[src/verilog/tlpwm_pkg.sv]
/*
  tlpwm_pkg: constants shared by the two-phase tri-level pwm sequencer.
  assumes a 100 MHz system clock; all cycle counts derive from that rate.
*/
package tlpwm_pkg;

  localparam int CLK_KHZ          = 100000;
  localparam int CLK_PERIOD_NS    = 10;

  // oscillator range, internal and external sync
  localparam int OSC_MIN_KHZ      = 500;
  localparam int OSC_MAX_KHZ      = 3000;
  localparam int SYNC_MIN_KHZ     = 588;
  localparam int OSC_PER_MIN      = (CLK_KHZ + OSC_MAX_KHZ - 1) / OSC_MAX_KHZ;
  localparam int OSC_PER_MAX      = CLK_KHZ / OSC_MIN_KHZ;
  localparam int SYNC_PER_MAX     = CLK_KHZ / SYNC_MIN_KHZ;
  localparam logic [7:0] OSC_PER_MIN_CYC  = 8'(OSC_PER_MIN);
  localparam logic [7:0] OSC_PER_MAX_CYC  = 8'(OSC_PER_MAX);
  localparam logic [7:0] SYNC_PER_MAX_CYC = 8'(SYNC_PER_MAX);

  // internal must sit 15 % below external: ext * 100 <= int * 85, scaled by 5
  localparam logic [12:0] SYNC_MARGIN_EXT = 13'h0014;
  localparam logic [12:0] SYNC_MARGIN_INT = 13'h0011;

  // minimum high time of a pulse, also boot refresh low width
  localparam int MIN_HIGH_TIME_NS = 80;
  localparam int MIN_HIGH_CYC_I   = (MIN_HIGH_TIME_NS + CLK_PERIOD_NS - 1) / CLK_PERIOD_NS;
  localparam logic [7:0] MIN_HIGH_CYC = 8'(MIN_HIGH_CYC_I);

  // mid-level boot refresh timer
  localparam int MID_TIMER_US     = 60;
  localparam int MID_TIMER_CYC    = MID_TIMER_US * (CLK_KHZ / 1000);

  localparam logic [5:0] BOOT_FIRST_PULSES = 6'h20;
  localparam logic [5:0] BOOT_EXTRA_PULSES = 6'h04;

  // tri-level output codes
  localparam logic [1:0] LVL_LOW  = 2'h0;
  localparam logic [1:0] LVL_MID  = 2'h1;
  localparam logic [1:0] LVL_HIGH = 2'h2;

  // clock output strap
  localparam logic [1:0] CLKO_OPEN = 2'h0;
  localparam logic [1:0] CLKO_GND  = 2'h1;
  localparam logic [1:0] CLKO_VCC  = 2'h2;

  typedef enum logic [2:0] {ST_IDLE, ST_BOOT, ST_MIDWAIT, ST_RUN, ST_FAULT} tlpwm_state_t;

endpackage

[src/verilog/tlpwm_sequencer.sv]
/*
  tlpwm_sequencer: digital core of a two-phase buck controller. picks single
  or dual phase from straps, runs the internal or sync clock, drives the clock
  output and two tri-level pwm outputs with boot refresh and pulse skipping.
  assumes all inputs synchronous to clk; comparators and straps are digital.
*/
// How it works
// - dual phase unless one output strapped high
// - internal oscillator clamped to 500 kHz..3 MHz
// - frequency strap shorted means fault, no switching
// - sync lost or too slow falls back internally
// - clock output rate chosen by its strap
// - unloaded clock output follows phase b
// - clock output held low during fault
// - outputs use low, mid and high levels
// - power-up boot burst of 32 low pulses
// - boot pulses per cycle, min high time wide
// - 60 us in mid adds four refresh pulses
// - current sense comparator ends high pulse
// - too narrow demanded pulse is skipped
// - osc halved, phases alternate 180 degrees apart
`timescale 1ns/10ps
module tlpwm_sequencer
  import tlpwm_pkg::*;
#(
  parameter int MID_TIMER_CYCLES = MID_TIMER_CYC
)(
  input  wire logic       clk,
  input  wire logic       reset,
  input  wire logic       strap_a_to_vcc,
  input  wire logic       strap_b_to_vcc,
  input  wire logic [1:0] clk_out_strap,
  input  wire logic [7:0] freq_set_strap,
  input  wire logic       freq_set_short,
  input  wire logic       sync_in,
  input  wire logic       start_req,
  input  wire logic       run_en,
  input  wire logic       fault_in,
  input  wire logic       current_sense_a_in,
  input  wire logic       current_sense_b_in,
  input  wire logic       skip_a,
  input  wire logic       skip_b,
  output logic [1:0]      phase_a_out,
  output logic [1:0]      phase_b_out,
  output logic            sync_out,
  output logic            single_phase,
  output logic            on_ext_clock,
  output logic            fault_active,
  output logic            boot_busy
);

  //////////////////////////////////////////////////////////////////////////////
  // straps, caught once after reset release
  logic       cfg_done_reg;
  logic       use_a_reg;
  logic       use_b_reg;
  logic [1:0] clk_mode_reg;

  always_ff @(posedge clk) begin
    if (reset) begin
      cfg_done_reg <= 1'b0;
      use_a_reg    <= 1'b0;
      use_b_reg    <= 1'b0;
      clk_mode_reg <= CLKO_OPEN;
    end else if (!cfg_done_reg) begin
      cfg_done_reg <= 1'b1;
      // both strapped is meaningless; fall back to dual phase
      use_a_reg    <= ~strap_a_to_vcc | strap_b_to_vcc;
      use_b_reg    <= ~strap_b_to_vcc | strap_a_to_vcc;
      clk_mode_reg <= clk_out_strap;
    end
  end

  //////////////////////////////////////////////////////////////////////////////
  // oscillator and clock selection
  logic [7:0] int_cnt_reg;
  logic       ext_tick;
  logic       ext_ok;

  wire [7:0] int_period = (freq_set_strap < OSC_PER_MIN_CYC) ? OSC_PER_MIN_CYC :
                          (freq_set_strap > OSC_PER_MAX_CYC) ? OSC_PER_MAX_CYC :
                          freq_set_strap;
  wire       int_tick   = int_cnt_reg >= (int_period - 8'h01);
  wire       osc_tick   = ext_ok ? ext_tick : int_tick;

  tlpwm_sync_mon u_sync_mon (
    .clk        (clk),
    .reset      (reset),
    .sync_in    (sync_in),
    .int_period (int_period),
    .ext_tick   (ext_tick),
    .ext_ok     (ext_ok)
  );

  always_ff @(posedge clk) begin
    if (reset) begin
      int_cnt_reg <= 8'h00;
    end else begin
      int_cnt_reg <= (int_tick || (ext_ok && ext_tick)) ? 8'h00 : int_cnt_reg + 8'h01;
    end
  end

  //////////////////////////////////////////////////////////////////////////////
  // sequencing
  tlpwm_state_t state_reg;
  tlpwm_state_t state_next;
  logic         phase_sel_reg;
  logic [5:0]   boot_cnt_reg;
  logic [5:0]   boot_cnt_next;
  logic [15:0]  mid_cnt_reg;
  logic         fault_reg;
  logic         single_reg;
  logic         ext_reg;
  logic         boot_reg;

  wire fault_now   = fault_in | freq_set_short;
  wire a_start     = osc_tick & phase_sel_reg;  // phase a opens each other tick
  wire mid_expired = mid_cnt_reg >= 16'(MID_TIMER_CYCLES - 1);
  wire phase_sel_next = osc_tick ? ~phase_sel_reg : phase_sel_reg;

  always_comb begin
    state_next    = state_reg;
    boot_cnt_next = boot_cnt_reg;
    case (state_reg)
      ST_IDLE: begin
        if (start_req && cfg_done_reg) begin
          state_next    = ST_BOOT;
          boot_cnt_next = BOOT_FIRST_PULSES;
        end
      end
      ST_BOOT: begin
        if (a_start) begin
          if (boot_cnt_reg == 6'h00) begin
            state_next = ST_MIDWAIT;
          end else begin
            boot_cnt_next = boot_cnt_reg - 6'h01;
          end
        end
      end
      ST_MIDWAIT: begin
        if (run_en) begin
          state_next = ST_RUN;
        end else if (mid_expired) begin
          state_next    = ST_BOOT;
          boot_cnt_next = BOOT_EXTRA_PULSES;
        end
      end
      ST_RUN: begin
        if (!run_en) begin
          state_next = ST_MIDWAIT;
        end
      end
      default: begin
        state_next = ST_IDLE;
      end
    endcase
    if (fault_now) begin
      state_next = ST_FAULT;
    end
  end

  always_ff @(posedge clk) begin
    if (reset) begin
      state_reg     <= ST_IDLE;
      boot_cnt_reg  <= 6'h00;
      phase_sel_reg <= 1'b0;
      mid_cnt_reg   <= 16'h0000;
      fault_reg     <= 1'b0;
      single_reg    <= 1'b0;
      ext_reg       <= 1'b0;
      boot_reg      <= 1'b0;
    end else begin
      state_reg     <= state_next;
      boot_cnt_reg  <= boot_cnt_next;
      phase_sel_reg <= phase_sel_next;
      // timer restarts each time the outputs fall back to mid
      mid_cnt_reg   <= (state_reg == ST_MIDWAIT) ? mid_cnt_reg + 16'h0001 : 16'h0000;
      fault_reg     <= fault_now;
      single_reg    <= use_a_reg ^ use_b_reg;
      ext_reg       <= ext_ok;
      boot_reg      <= (state_next == ST_BOOT);
    end
  end

  //////////////////////////////////////////////////////////////////////////////
  // per-phase tri-level drivers
  logic [1:0] lvl_reg [2];
  wire  [1:0] sense_in = {current_sense_b_in, current_sense_a_in};
  wire  [1:0] skip_in  = {skip_b, skip_a};
  wire  [1:0] use_ph   = {use_b_reg, use_a_reg};

  genvar p;
  generate
    for (p = 0; p < 2; p++) begin : g_phase
      logic [7:0] wid_cnt_reg;
      // phase b opens half a switching period after phase a
      wire ph_start = osc_tick & (phase_sel_reg == (p == 0));
      wire boot_go  = (state_reg == ST_BOOT) && (state_next == ST_BOOT) && ph_start &&
                      !(p == 0 && boot_cnt_reg == 6'h00);
      wire [1:0] run_lvl = (ph_start && skip_in[p]) ? LVL_LOW :
                           ph_start ? LVL_HIGH :
                           (lvl_reg[p] == LVL_HIGH && sense_in[p]) ? LVL_LOW :
                           lvl_reg[p];
      wire [1:0] boot_lvl = boot_go ? LVL_LOW :
                            (lvl_reg[p] == LVL_LOW && wid_cnt_reg <= 8'h01) ? LVL_MID :
                            lvl_reg[p];
      wire [1:0] lvl_next = (!use_ph[p] || fault_now) ? LVL_MID :
                            (state_reg == ST_RUN && state_next == ST_RUN) ? run_lvl :
                            (state_reg == ST_BOOT) ? boot_lvl : LVL_MID;

      always_ff @(posedge clk) begin
        if (reset) begin
          lvl_reg[p]  <= LVL_MID;
          wid_cnt_reg <= 8'h00;
        end else begin
          lvl_reg[p]  <= lvl_next;
          wid_cnt_reg <= boot_go ? MIN_HIGH_CYC :
                         (wid_cnt_reg != 8'h00) ? wid_cnt_reg - 8'h01 : 8'h00;
        end
      end
    end
  endgenerate

  //////////////////////////////////////////////////////////////////////////////
  // clock output
  logic       sync_out_reg;
  logic [7:0] osc_hi_reg;

  // oscillator rate as a pulse half an internal period wide
  wire osc_level = osc_tick | (osc_hi_reg != 8'h00);
  wire sync_out_next = fault_now ? 1'b0 :
                       (clk_mode_reg == CLKO_GND) ? osc_level :
                       (clk_mode_reg == CLKO_VCC) ? ~phase_sel_next :
                       phase_sel_next;

  always_ff @(posedge clk) begin
    if (reset) begin
      sync_out_reg <= 1'b0;
      osc_hi_reg   <= 8'h00;
    end else begin
      sync_out_reg <= sync_out_next;
      osc_hi_reg   <= osc_tick ? (int_period >> 1) :
                      (osc_hi_reg != 8'h00) ? osc_hi_reg - 8'h01 : 8'h00;
    end
  end

  assign phase_a_out  = lvl_reg[0];
  assign phase_b_out  = lvl_reg[1];
  assign sync_out     = sync_out_reg;
  assign single_phase = single_reg;
  assign on_ext_clock = ext_reg;
  assign fault_active = fault_reg;
  assign boot_busy    = boot_reg;
endmodule

[src/verilog/tlpwm_sync_mon.sv]
/*
  tlpwm_sync_mon: watches the external sync input, measures its period
  and says whether it may clock the sequencer.
  assumes sync_in is synchronous to clk and int_period is already clamped.
*/
`timescale 1ns/10ps
module tlpwm_sync_mon
  import tlpwm_pkg::*;
(
  input  wire logic       clk,
  input  wire logic       reset,
  input  wire logic       sync_in,
  input  wire logic [7:0] int_period,
  output logic            ext_tick,
  output logic            ext_ok
);

  logic       sync_d_reg;
  logic [7:0] ext_cnt_reg;
  logic       ext_ok_reg;
  logic       ext_tick_reg;

  wire        rise       = sync_in & ~sync_d_reg;
  // out of range or too close to the internal rate: treat as absent
  wire        in_range   = (ext_cnt_reg >= OSC_PER_MIN_CYC) &&
                           (ext_cnt_reg <= SYNC_PER_MAX_CYC);
  wire        margin_ok  = (13'(ext_cnt_reg) * SYNC_MARGIN_EXT) <=
                           (13'(int_period) * SYNC_MARGIN_INT);
  // stuck high or low also ends here: no edge within one internal period
  wire        timed_out  = ext_cnt_reg > int_period;
  wire [7:0]  cnt_next   = rise ? 8'h01 :
                           (ext_cnt_reg == 8'hff) ? ext_cnt_reg : ext_cnt_reg + 8'h01;

  always_ff @(posedge clk) begin
    if (reset) begin
      sync_d_reg   <= 1'b0;
      ext_cnt_reg  <= 8'hff;
      ext_ok_reg   <= 1'b0;
      ext_tick_reg <= 1'b0;
    end else begin
      sync_d_reg   <= sync_in;
      ext_cnt_reg  <= cnt_next;
      ext_ok_reg   <= rise ? (in_range & margin_ok) : (ext_ok_reg & ~timed_out);
      ext_tick_reg <= rise & in_range & margin_ok;
    end
  end

  assign ext_tick = ext_tick_reg;
  assign ext_ok   = ext_ok_reg;

endmodule

[config.mk]
export PLATFORM = sky130hd
export DESIGN_NAME = tlpwm_sequencer
export DESIGN_NICKNAME = d
export VERILOG_FILES = /design/src/verilog/tlpwm_pkg.sv /design/src/verilog/tlpwm_sequencer.sv /design/src/verilog/tlpwm_sync_mon.sv
export SDC_FILE = /design/constraint.sdc
export NUM_CORES = 1
export LEC_CHECK = 0
export ABC_CLOCK_PERIOD_IN_PS = 4450
export BUFFER_PORTS_ARGS = -buffer_cell sky130_fd_sc_hd__buf_2
export CORE_UTILIZATION = 35
export CTS_BUF_LIST = sky130_fd_sc_hd__clkbuf_8
export DETAILED_ROUTE_END_ITERATION = 10
export PLACE_DENSITY = 0.59
export SYNTH_ARGS = -nofsm -noshare
export SYNTH_HDL_FRONTEND = slang
export SYNTH_HIERARCHICAL = 1
export SYNTH_SLANG_ARGS = --single-unit
[constraint.sdc]
create_clock -name clk -period 4.45 [get_ports clk]
set_input_delay 0.6675 -clock clk [delete_from_list [all_inputs] [get_ports clk]]
set_output_delay 0.6675 -clock clk [all_outputs]
set_load 0.02 [all_outputs]
==> impl_metrics.py, run 1 <==
metrics = {
    "setup_path": {
        "crit_path_start_kind": "input pin",
        "arrival_time_at_the_worst_endpoint_ns": 4.45,
        "cp_max_fo": 7,
        "critical_path.endpoint_type": "register",
        "cp_data_required_time_ns": 4.74,
        "worst-setup-path-type": "in -> reg",
        "reg2regPathDepth": 14,
    },
    "placement": {
        "placed_cell_area_um2": 5766,
        "placed_cells_incl_taps": 848,
        "buffer_ports.inserted": 31,
        "place.gp.congestion": 0.8527,
        "dpl.hpwl_um": 9024,
    },
    "route": {
        "drt.antenna.violating_nets": 0,
        "detail_route.drc_violations": 0,
        "drt-vias-per-instance": 5.168,
        "drtPass1Iterations": 6,
        "initialDrtViolationCount": 207,
        "detail_route.wirelength_um": 11680,
        "vias": 4481,
        "wl_per_cell_um": 13.47,
    },
    "hold_path": {
        "min_path_type": "reg -> reg",
        "whs_path_depth": 1,
    },
    "sta": {
        "skew_ns": 0.006727,
        "tns_ns": 0,
        "min_period_over_period_pct": 93.48,
        "slew_violations": 0,
        "f_max_mhz": 240.4,
        "timing_hold_violations_final": 0,
        "rsz0062_at_grt": "no",
        "slew-limit-headroom_pct": 51.87,
        "timing.final.crit_period_ns": 4.160,
        "transition_time_of_the_tightest_slew_check_pin_ns": 0.7204,
        "setup_viol_count_final": 0,
    },
    "finish": {
        "final_design_area_no_fill_um2": 5995,
        "multiInputGateArea_um2": 3465,
        "finish.cell_count_without_fillers": 867,
        "design.final.nets": 762,
        "ff_latch_area_um2": 1662,
        "final_core_utilization_pct": 40.78,
        "area_growth_syn_to_layout_pct": 12.39,
        "final_layout_size_suffix_gt1_share_pct": 12.06,
        "fillers": 1464,
    },
    "floorplan": {
        "floorplan.initialDensity_pct": 36.29,
        "floorplan.io_pins": 32,
        "rows": 44,
        "floorplan.die.height_um": 125.5,
        "dieArea_um2": 15740,
        "design.core.area_um2": 14700,
        "die_w_um": 125.5,
    },
    "cts": {
        "cts_buffer_depth": 2,
        "cts_num_sinks": 83,
        "cts_htree_levels": 3,
        "cts_hold_buffers": 0,
        "tritoncts.num_buffers": 9,
        "tritoncts_clock_tree": "done",
        "clkSlewWorstSetupHoldPaths_ns": 0.08,
        "worstSkewPairLatency_ns": 0.36,
        "cts.root.buffer_cell": "sky130_fd_sc_hd__clkbuf_8",
    },
    "power_and_ir_drop": {
        "vdd_drop_max_mv": 0.1533,
        "power.density_cell_area_nw_per_um2": 432.9,
        "p_leak_uw": 0.002539,
        "total_power_uw": 2595,
    },
    "synth": {
        "synth_area_leader_cell": "sky130_fd_sc_hd__dfxtp_1",
        "synthesis.yosys.warnings": 6,
        "synth.cell_area_um2": 5334,
        "primary_ff_master_synth": "sky130_fd_sc_hd__dfxtp_1",
        "yosys.area.top_type_share_pct": 31.15,
        "post_synth_edffs": 0,
        "syn_nets": 720,
        "synth_commonest_cells": "sky130_fd_sc_hd__nor2_1 (84), sky130_fd_sc_hd__dfxtp_1 (83), sky130_fd_sc_hd__ha_1 (62)",
        "post_synth_main_area_contributors": "sky130_fd_sc_hd__dfxtp_1 (31%), sky130_fd_sc_hd__ha_1 (15%), sky130_fd_sc_hd__nor2_1 (5.9%)",
        "synth_most_common_cell": "sky130_fd_sc_hd__nor2_1",
        "synthesis.area_per_instance_um2": 8.426,
        "postSynthRegisterBits": 83,
        "synth_async_sr_flop_share_pct": 0,
        "synth.yosys.seq_area_share_pct": 31.15,
        "synth_cells": 633,
        "ys_types": 73,
    },
    "grt": {
        "global_route.overflow_total": 0,
        "groute.usage.overall_pct": 15.86,
        "first_global_vias": 4411,
        "grt_antenna_before_repair": 4,
        "grt_pass1_wl_um": 20460,
        "pin_count_of_the_biggest_net_entering_global_routing": 39,
    },
    "run": {
        "timing.max_cap.violations": 0,
    },
    "status": {
        "outcome": "finished clean",
    },
}
## worst paths after layout
path	from	endpoint	slack [ns]
min	mid_cnt_reg[0]	mid_cnt_reg[0]	0.46
max	freq_set_strap[4]	g_phase[1].wid_cnt_reg[2]	0.29
min reg2reg	mid_cnt_reg[0]	mid_cnt_reg[0]	0.46
max reg2reg	u_sync_mon/ext_cnt_reg[3]	u_sync_mon/ext_ok	0.95
## cell families (layout without fill, tap and decap cells)
logic type               after synthesis  count (layout)  share of synthesized area (%)
AND/OR/NAND/NOR                      242             242                          22.94
AO/OA/AOI/OAI                        126             126                          16.23
flip-flops                            83              83                          31.15
adder cells (fa/ha/maj)               65              65                          15.48
buffers and inverters                 57             104                          4.175
XOR/XNOR                              54              54                          8.867
multiplexers                           6               6                          1.149
other                                  0               3                              0
## cells in the final DEF, fill, tap and decap left out, drive strengths merged, types with 21 or more instances in the layout
cell,Yosys,layout
dfxtp,83,83
nor3,21,21
a21oi,41,41
xnor2,36,36
nor2,84,84
ha,62,62
buf,5,45
o21ai,23,23
inv,43,45
nand2,44,44
## routing by layer
layer | vias up | GRT usage (%) | share of wire [%]
met2 | 71 | 26.05 | 46
met4 | 2 | 5.667 | 1.9
li1 | 2323 | - | -
met5 | - | 0 | 0.068
met1 | 2067 | 19.58 | 48
met3 | 18 | 4.750 | 4.3
## critical path, stage by stage
cell and delay (ns):
sky130_fd_sc_hd__buf_2 0.13, sky130_fd_sc_hd__o41ai_1 0.39, sky130_fd_sc_hd__a21oi_1 0.13, sky130_fd_sc_hd__nand2_1 0.11
sky130_fd_sc_hd__ha_1 0.19, sky130_fd_sc_hd__nand2b_1 0.10, sky130_fd_sc_hd__nor4_2 0.18, sky130_fd_sc_hd__xnor2_1 0.11
sky130_fd_sc_hd__ha_1 0.30, sky130_fd_sc_hd__nand3_1 0.10, sky130_fd_sc_hd__or3_4 0.41, sky130_fd_sc_hd__a31oi_4 0.22
sky130_fd_sc_hd__ha_2 0.24, sky130_fd_sc_hd__or3b_1 0.40, sky130_fd_sc_hd__nor2_1 0.23, sky130_fd_sc_hd__a2111oi_2 0.12
sky130_fd_sc_hd__inv_1 0.11, sky130_fd_sc_hd__nand3_2 0.17, sky130_fd_sc_hd__nor2_1 0.15
## per-stage QoR
stage | setup slack (ns) | hold slack (ns)
2_1_floorplan | 0.04337 | 0.4132
3_3_place_gp | 0.08189 | 0.4226
3_5_place_dp | -0.1123 | 0.4513
4_1_cts | 0.2622 | 0.4661
5_1_grt | 0.01647 | 0.4886
6_report | 0.2902 | 0.4591
## where the power goes
part | switching, uW | internal (uW) | leakage, uW
clock | 268 | 310 | 0.000112
combinational | 543 | 502 | 0.00175
sequential | 120 | 852 | 0.000680
total | 931 | 1660 | 0.00254
## final cells by class
class                           instances  share of cell area (%)
Inverter                               43                   2.693
Antenna cell                            3                  0.1252
Timing Repair Buffer                   45                   4.341
Tap cell                              184                   3.841
Sequential cell                        83                   27.72
Clock buffer                            9                   2.066
Clock inverter                          7                   1.419
Multi-Input combinational cell        493                   57.80
## repair_timing
item | CTS | global route
endpoints found under the setup margin | 0 | 3
setup buffers | 0 | 0
gates resized for setup | 0 | 3
(Power assumes the default switching activity.)
==> inputs of run 2 (changes only) <==
--- a/config.mk
+++ b/config.mk
@@ -10,7 +10,9 @@
 export CORE_UTILIZATION = 35
 export CTS_BUF_LIST = sky130_fd_sc_hd__clkbuf_8
 export DETAILED_ROUTE_END_ITERATION = 10
+export HOLD_SLACK_MARGIN = 0.03
 export PLACE_DENSITY = 0.59
+export REMOVE_ABC_BUFFERS = 1
 export SYNTH_ARGS = -nofsm -noshare
 export SYNTH_HDL_FRONTEND = slang
 export SYNTH_HIERARCHICAL = 1
==> run 2 against run 1 <==
  * Design area up 0.23%
  * Combinational power about the same
  * Setup slack worse by 0.013 ns
  * Wire length up 1.5%
  * Flip-flop and latch count unchanged
  * Cell count down 0.23%
==> impl_metrics.py, run 2 (synthesis results as in run 1) <==
metrics = {
    "status": {
        "outcome": "finished clean",
    },
    "sta": {
        "f_max_mhz": 239.7,
        "skew_ns": 0.009799,
        "transition_time_of_the_tightest_slew_check_pin_ns": 0.7861,
        "tns_ns": 0,
        "setup_viol_count_final": 0,
        "timing_hold_violations_final": 0,
        "slew-limit-headroom_pct": 47.19,
        "rsz0062_at_grt": "no",
        "min_period_over_period_pct": 93.77,
        "timing.final.crit_period_ns": 4.173,
        "hold-worst-slack_ns": 0.4520,
        "slew_violations": 0,
    },
    "route": {
        "vias": 4508,
        "detail_route.wirelength_um": 11860,
        "drt.antenna.violating_nets": 0,
        "drt-vias-per-instance": 5.212,
        "drtPass1Iterations": 5,
        "initialDrtViolationCount": 237,
        "detail_route.drc_violations": 0,
        "wl_per_cell_um": 13.71,
    },
    "setup_path": {
        "cp_cell_sequence": "buf_2 > o311a_1 > a21oi_1 > nand2_1 > ha_1 > nand2b_1 > nor4_2 > xnor2_1 > ha_1 > nand3_1 > or3_4 > a31oi_4 > ha_1 > or3b_1 > o32ai_1 > a31oi_1 > o21ai_1 > nor2_1 > o31ai_1",
        "arrival_time_at_the_worst_endpoint_ns": 4.45,
        "worst_path_dominant_cell_family": "compound AO/OA/AOI/OAI gates",
        "critPathMostFrequentCell": "sky130_fd_sc_hd__ha_1",
        "cp_num_buf_inv": 1,
        "cp_data_required_time_ns": 4.72,
        "worst-setup-path-type": "in -> reg",
        "critical_path.endpoint_type": "register",
        "crit_path_start_kind": "input pin",
        "crit_path_top_delay_cell": "sky130_fd_sc_hd__or3_4",
        "cp_max_fo": 6,
        "critical_path.max_stage_delay_ns": 0.40,
    },
    "cts": {
        "tritoncts_clock_tree": "done",
        "worstSkewPairLatency_ns": 0.37,
        "cts_num_sinks": 83,
        "cts_htree_levels": 3,
        "cts_buffer_depth": 2,
        "clkSlewWorstSetupHoldPaths_ns": 0.08,
        "tritoncts.num_buffers": 9,
        "cts.root.buffer_cell": "sky130_fd_sc_hd__clkbuf_8",
    },
    "placement": {
        "placed_cells_incl_taps": 849,
        "buffer_ports.inserted": 31,
        "place.gp.congestion": 0.8595,
        "placed_cell_area_um2": 5771,
        "dpl.hpwl_um": 9056,
    },
    "power_and_ir_drop": {
        "p_leak_uw": 0.002554,
        "power.density_cell_area_nw_per_um2": 439.6,
        "vdd_drop_max_mv": 0.1776,
    },
    "floorplan": {
        "die_w_um": 125.5,
        "rows": 44,
        "floorplan.io_pins": 32,
        "design.core.area_um2": 14700,
        "floorplan.die.height_um": 125.5,
        "floorplan.initialDensity_pct": 36.29,
        "dieArea_um2": 15740,
    },
    "finish": {
        "area_growth_syn_to_layout_pct": 12.64,
        "mostFrequentLayoutCells": "sky130_fd_sc_hd__nor2_1 (84), sky130_fd_sc_hd__dfxtp_1 (83), sky130_fd_sc_hd__ha_1 (62), sky130_fd_sc_hd__inv_1 (44), sky130_fd_sc_hd__nand2_1 (43)",
        "multiInputGateArea_um2": 3450,
        "fillers": 1487,
        "design.final.nets": 763,
        "ff_latch_area_um2": 1662,
        "final_design_area_no_fill_um2": 6008,
        "diodes": 0,
        "finish.cell_count_without_fillers": 865,
        "layout_commonest_cell": "sky130_fd_sc_hd__nor2_1",
        "final_layout_size_suffix_gt1_share_pct": 11.89,
    },
    "hold_path": {
        "min_path_type": "reg -> reg",
    },
    "grt": {
        "grt_pass1_wl_um": 20360,
        "groute.usage.overall_pct": 15.87,
        "first_global_vias": 4449,
        "pin_count_of_the_biggest_net_entering_global_routing": 39,
        "global_route.overflow_total": 0,
        "grt_antenna_before_repair": 0,
    },
    "run": {
        "timing.max_cap.violations": 0,
    },
}
[run 2: cell count changes in the layout (fill, tap and decap cells not counted), sizes merged]
cell      previous run  this run
buf                 45        46
clkbuf               9        12
clkinv               2         1
clkinvlp             1         0
diode                3         0
inv                 45        44
[run 2: final cells by class]
type | count | share of cell area [%]
multi-input combinational | 493 | 57.41
sequential | 83 | 27.66
timing repair buffer | 46 | 4.456
tap | 184 | 3.832
clock buffer | 12 | 2.749
inverter | 43 | 2.686
clock inverter | 4 | 1.208
[run 2: routing by layer]
metal / part of all wire (%) / track usage (%)
met4: 1.9 / 5.022
met5: 0 / 0
met1: 49 / 20.09
met2: 46 / 26.41
met3: 3.1 / 3.894
[run 2: power by group]
| group | internal (uW) | total, uW | switching, uW |
|---|---|---|---|
| sequential | 852 | 969 | 118 |
| clock | 361 | 632 | 271 |
| combinational | 501 | 1040 | 539 |
[run 2: worst paths after layout]
check	from	end	slack [ns]	cells past startpoint
setup / recovery	freq_set_strap[4]	lvl_reg[1][0]	0.28	19
hold / removal	mid_cnt_reg[0]	mid_cnt_reg[0]	0.45	1
setup reg to reg	u_sync_mon/ext_cnt_reg[1]	u_sync_mon/ext_ok	0.98	14
hold reg to reg	mid_cnt_reg[0]	mid_cnt_reg[0]	0.45	1
[run 2: per-stage QoR]
step | worst slack (ns) | utilization [%] | total power, uW
2_1_floorplan | 0.1584 | - | 1785
3_3_place_gp | 0.06576 | 39.26 | 1980
3_5_place_dp | -0.1055 | 39.26 | 2021
4_1_cts | 0.2530 | 40.88 | 2667
5_1_grt | 0.006986 | 40.88 | 2858
6_report | 0.2773 | 40.88 | 2641
[run 2: what timing repair did]
item / CTS / global route
endpoints found under the setup margin: 0 / 2
setup buffers: 0 / 0
gates resized for setup: 0 / 1
hold buffers: 0 / 0
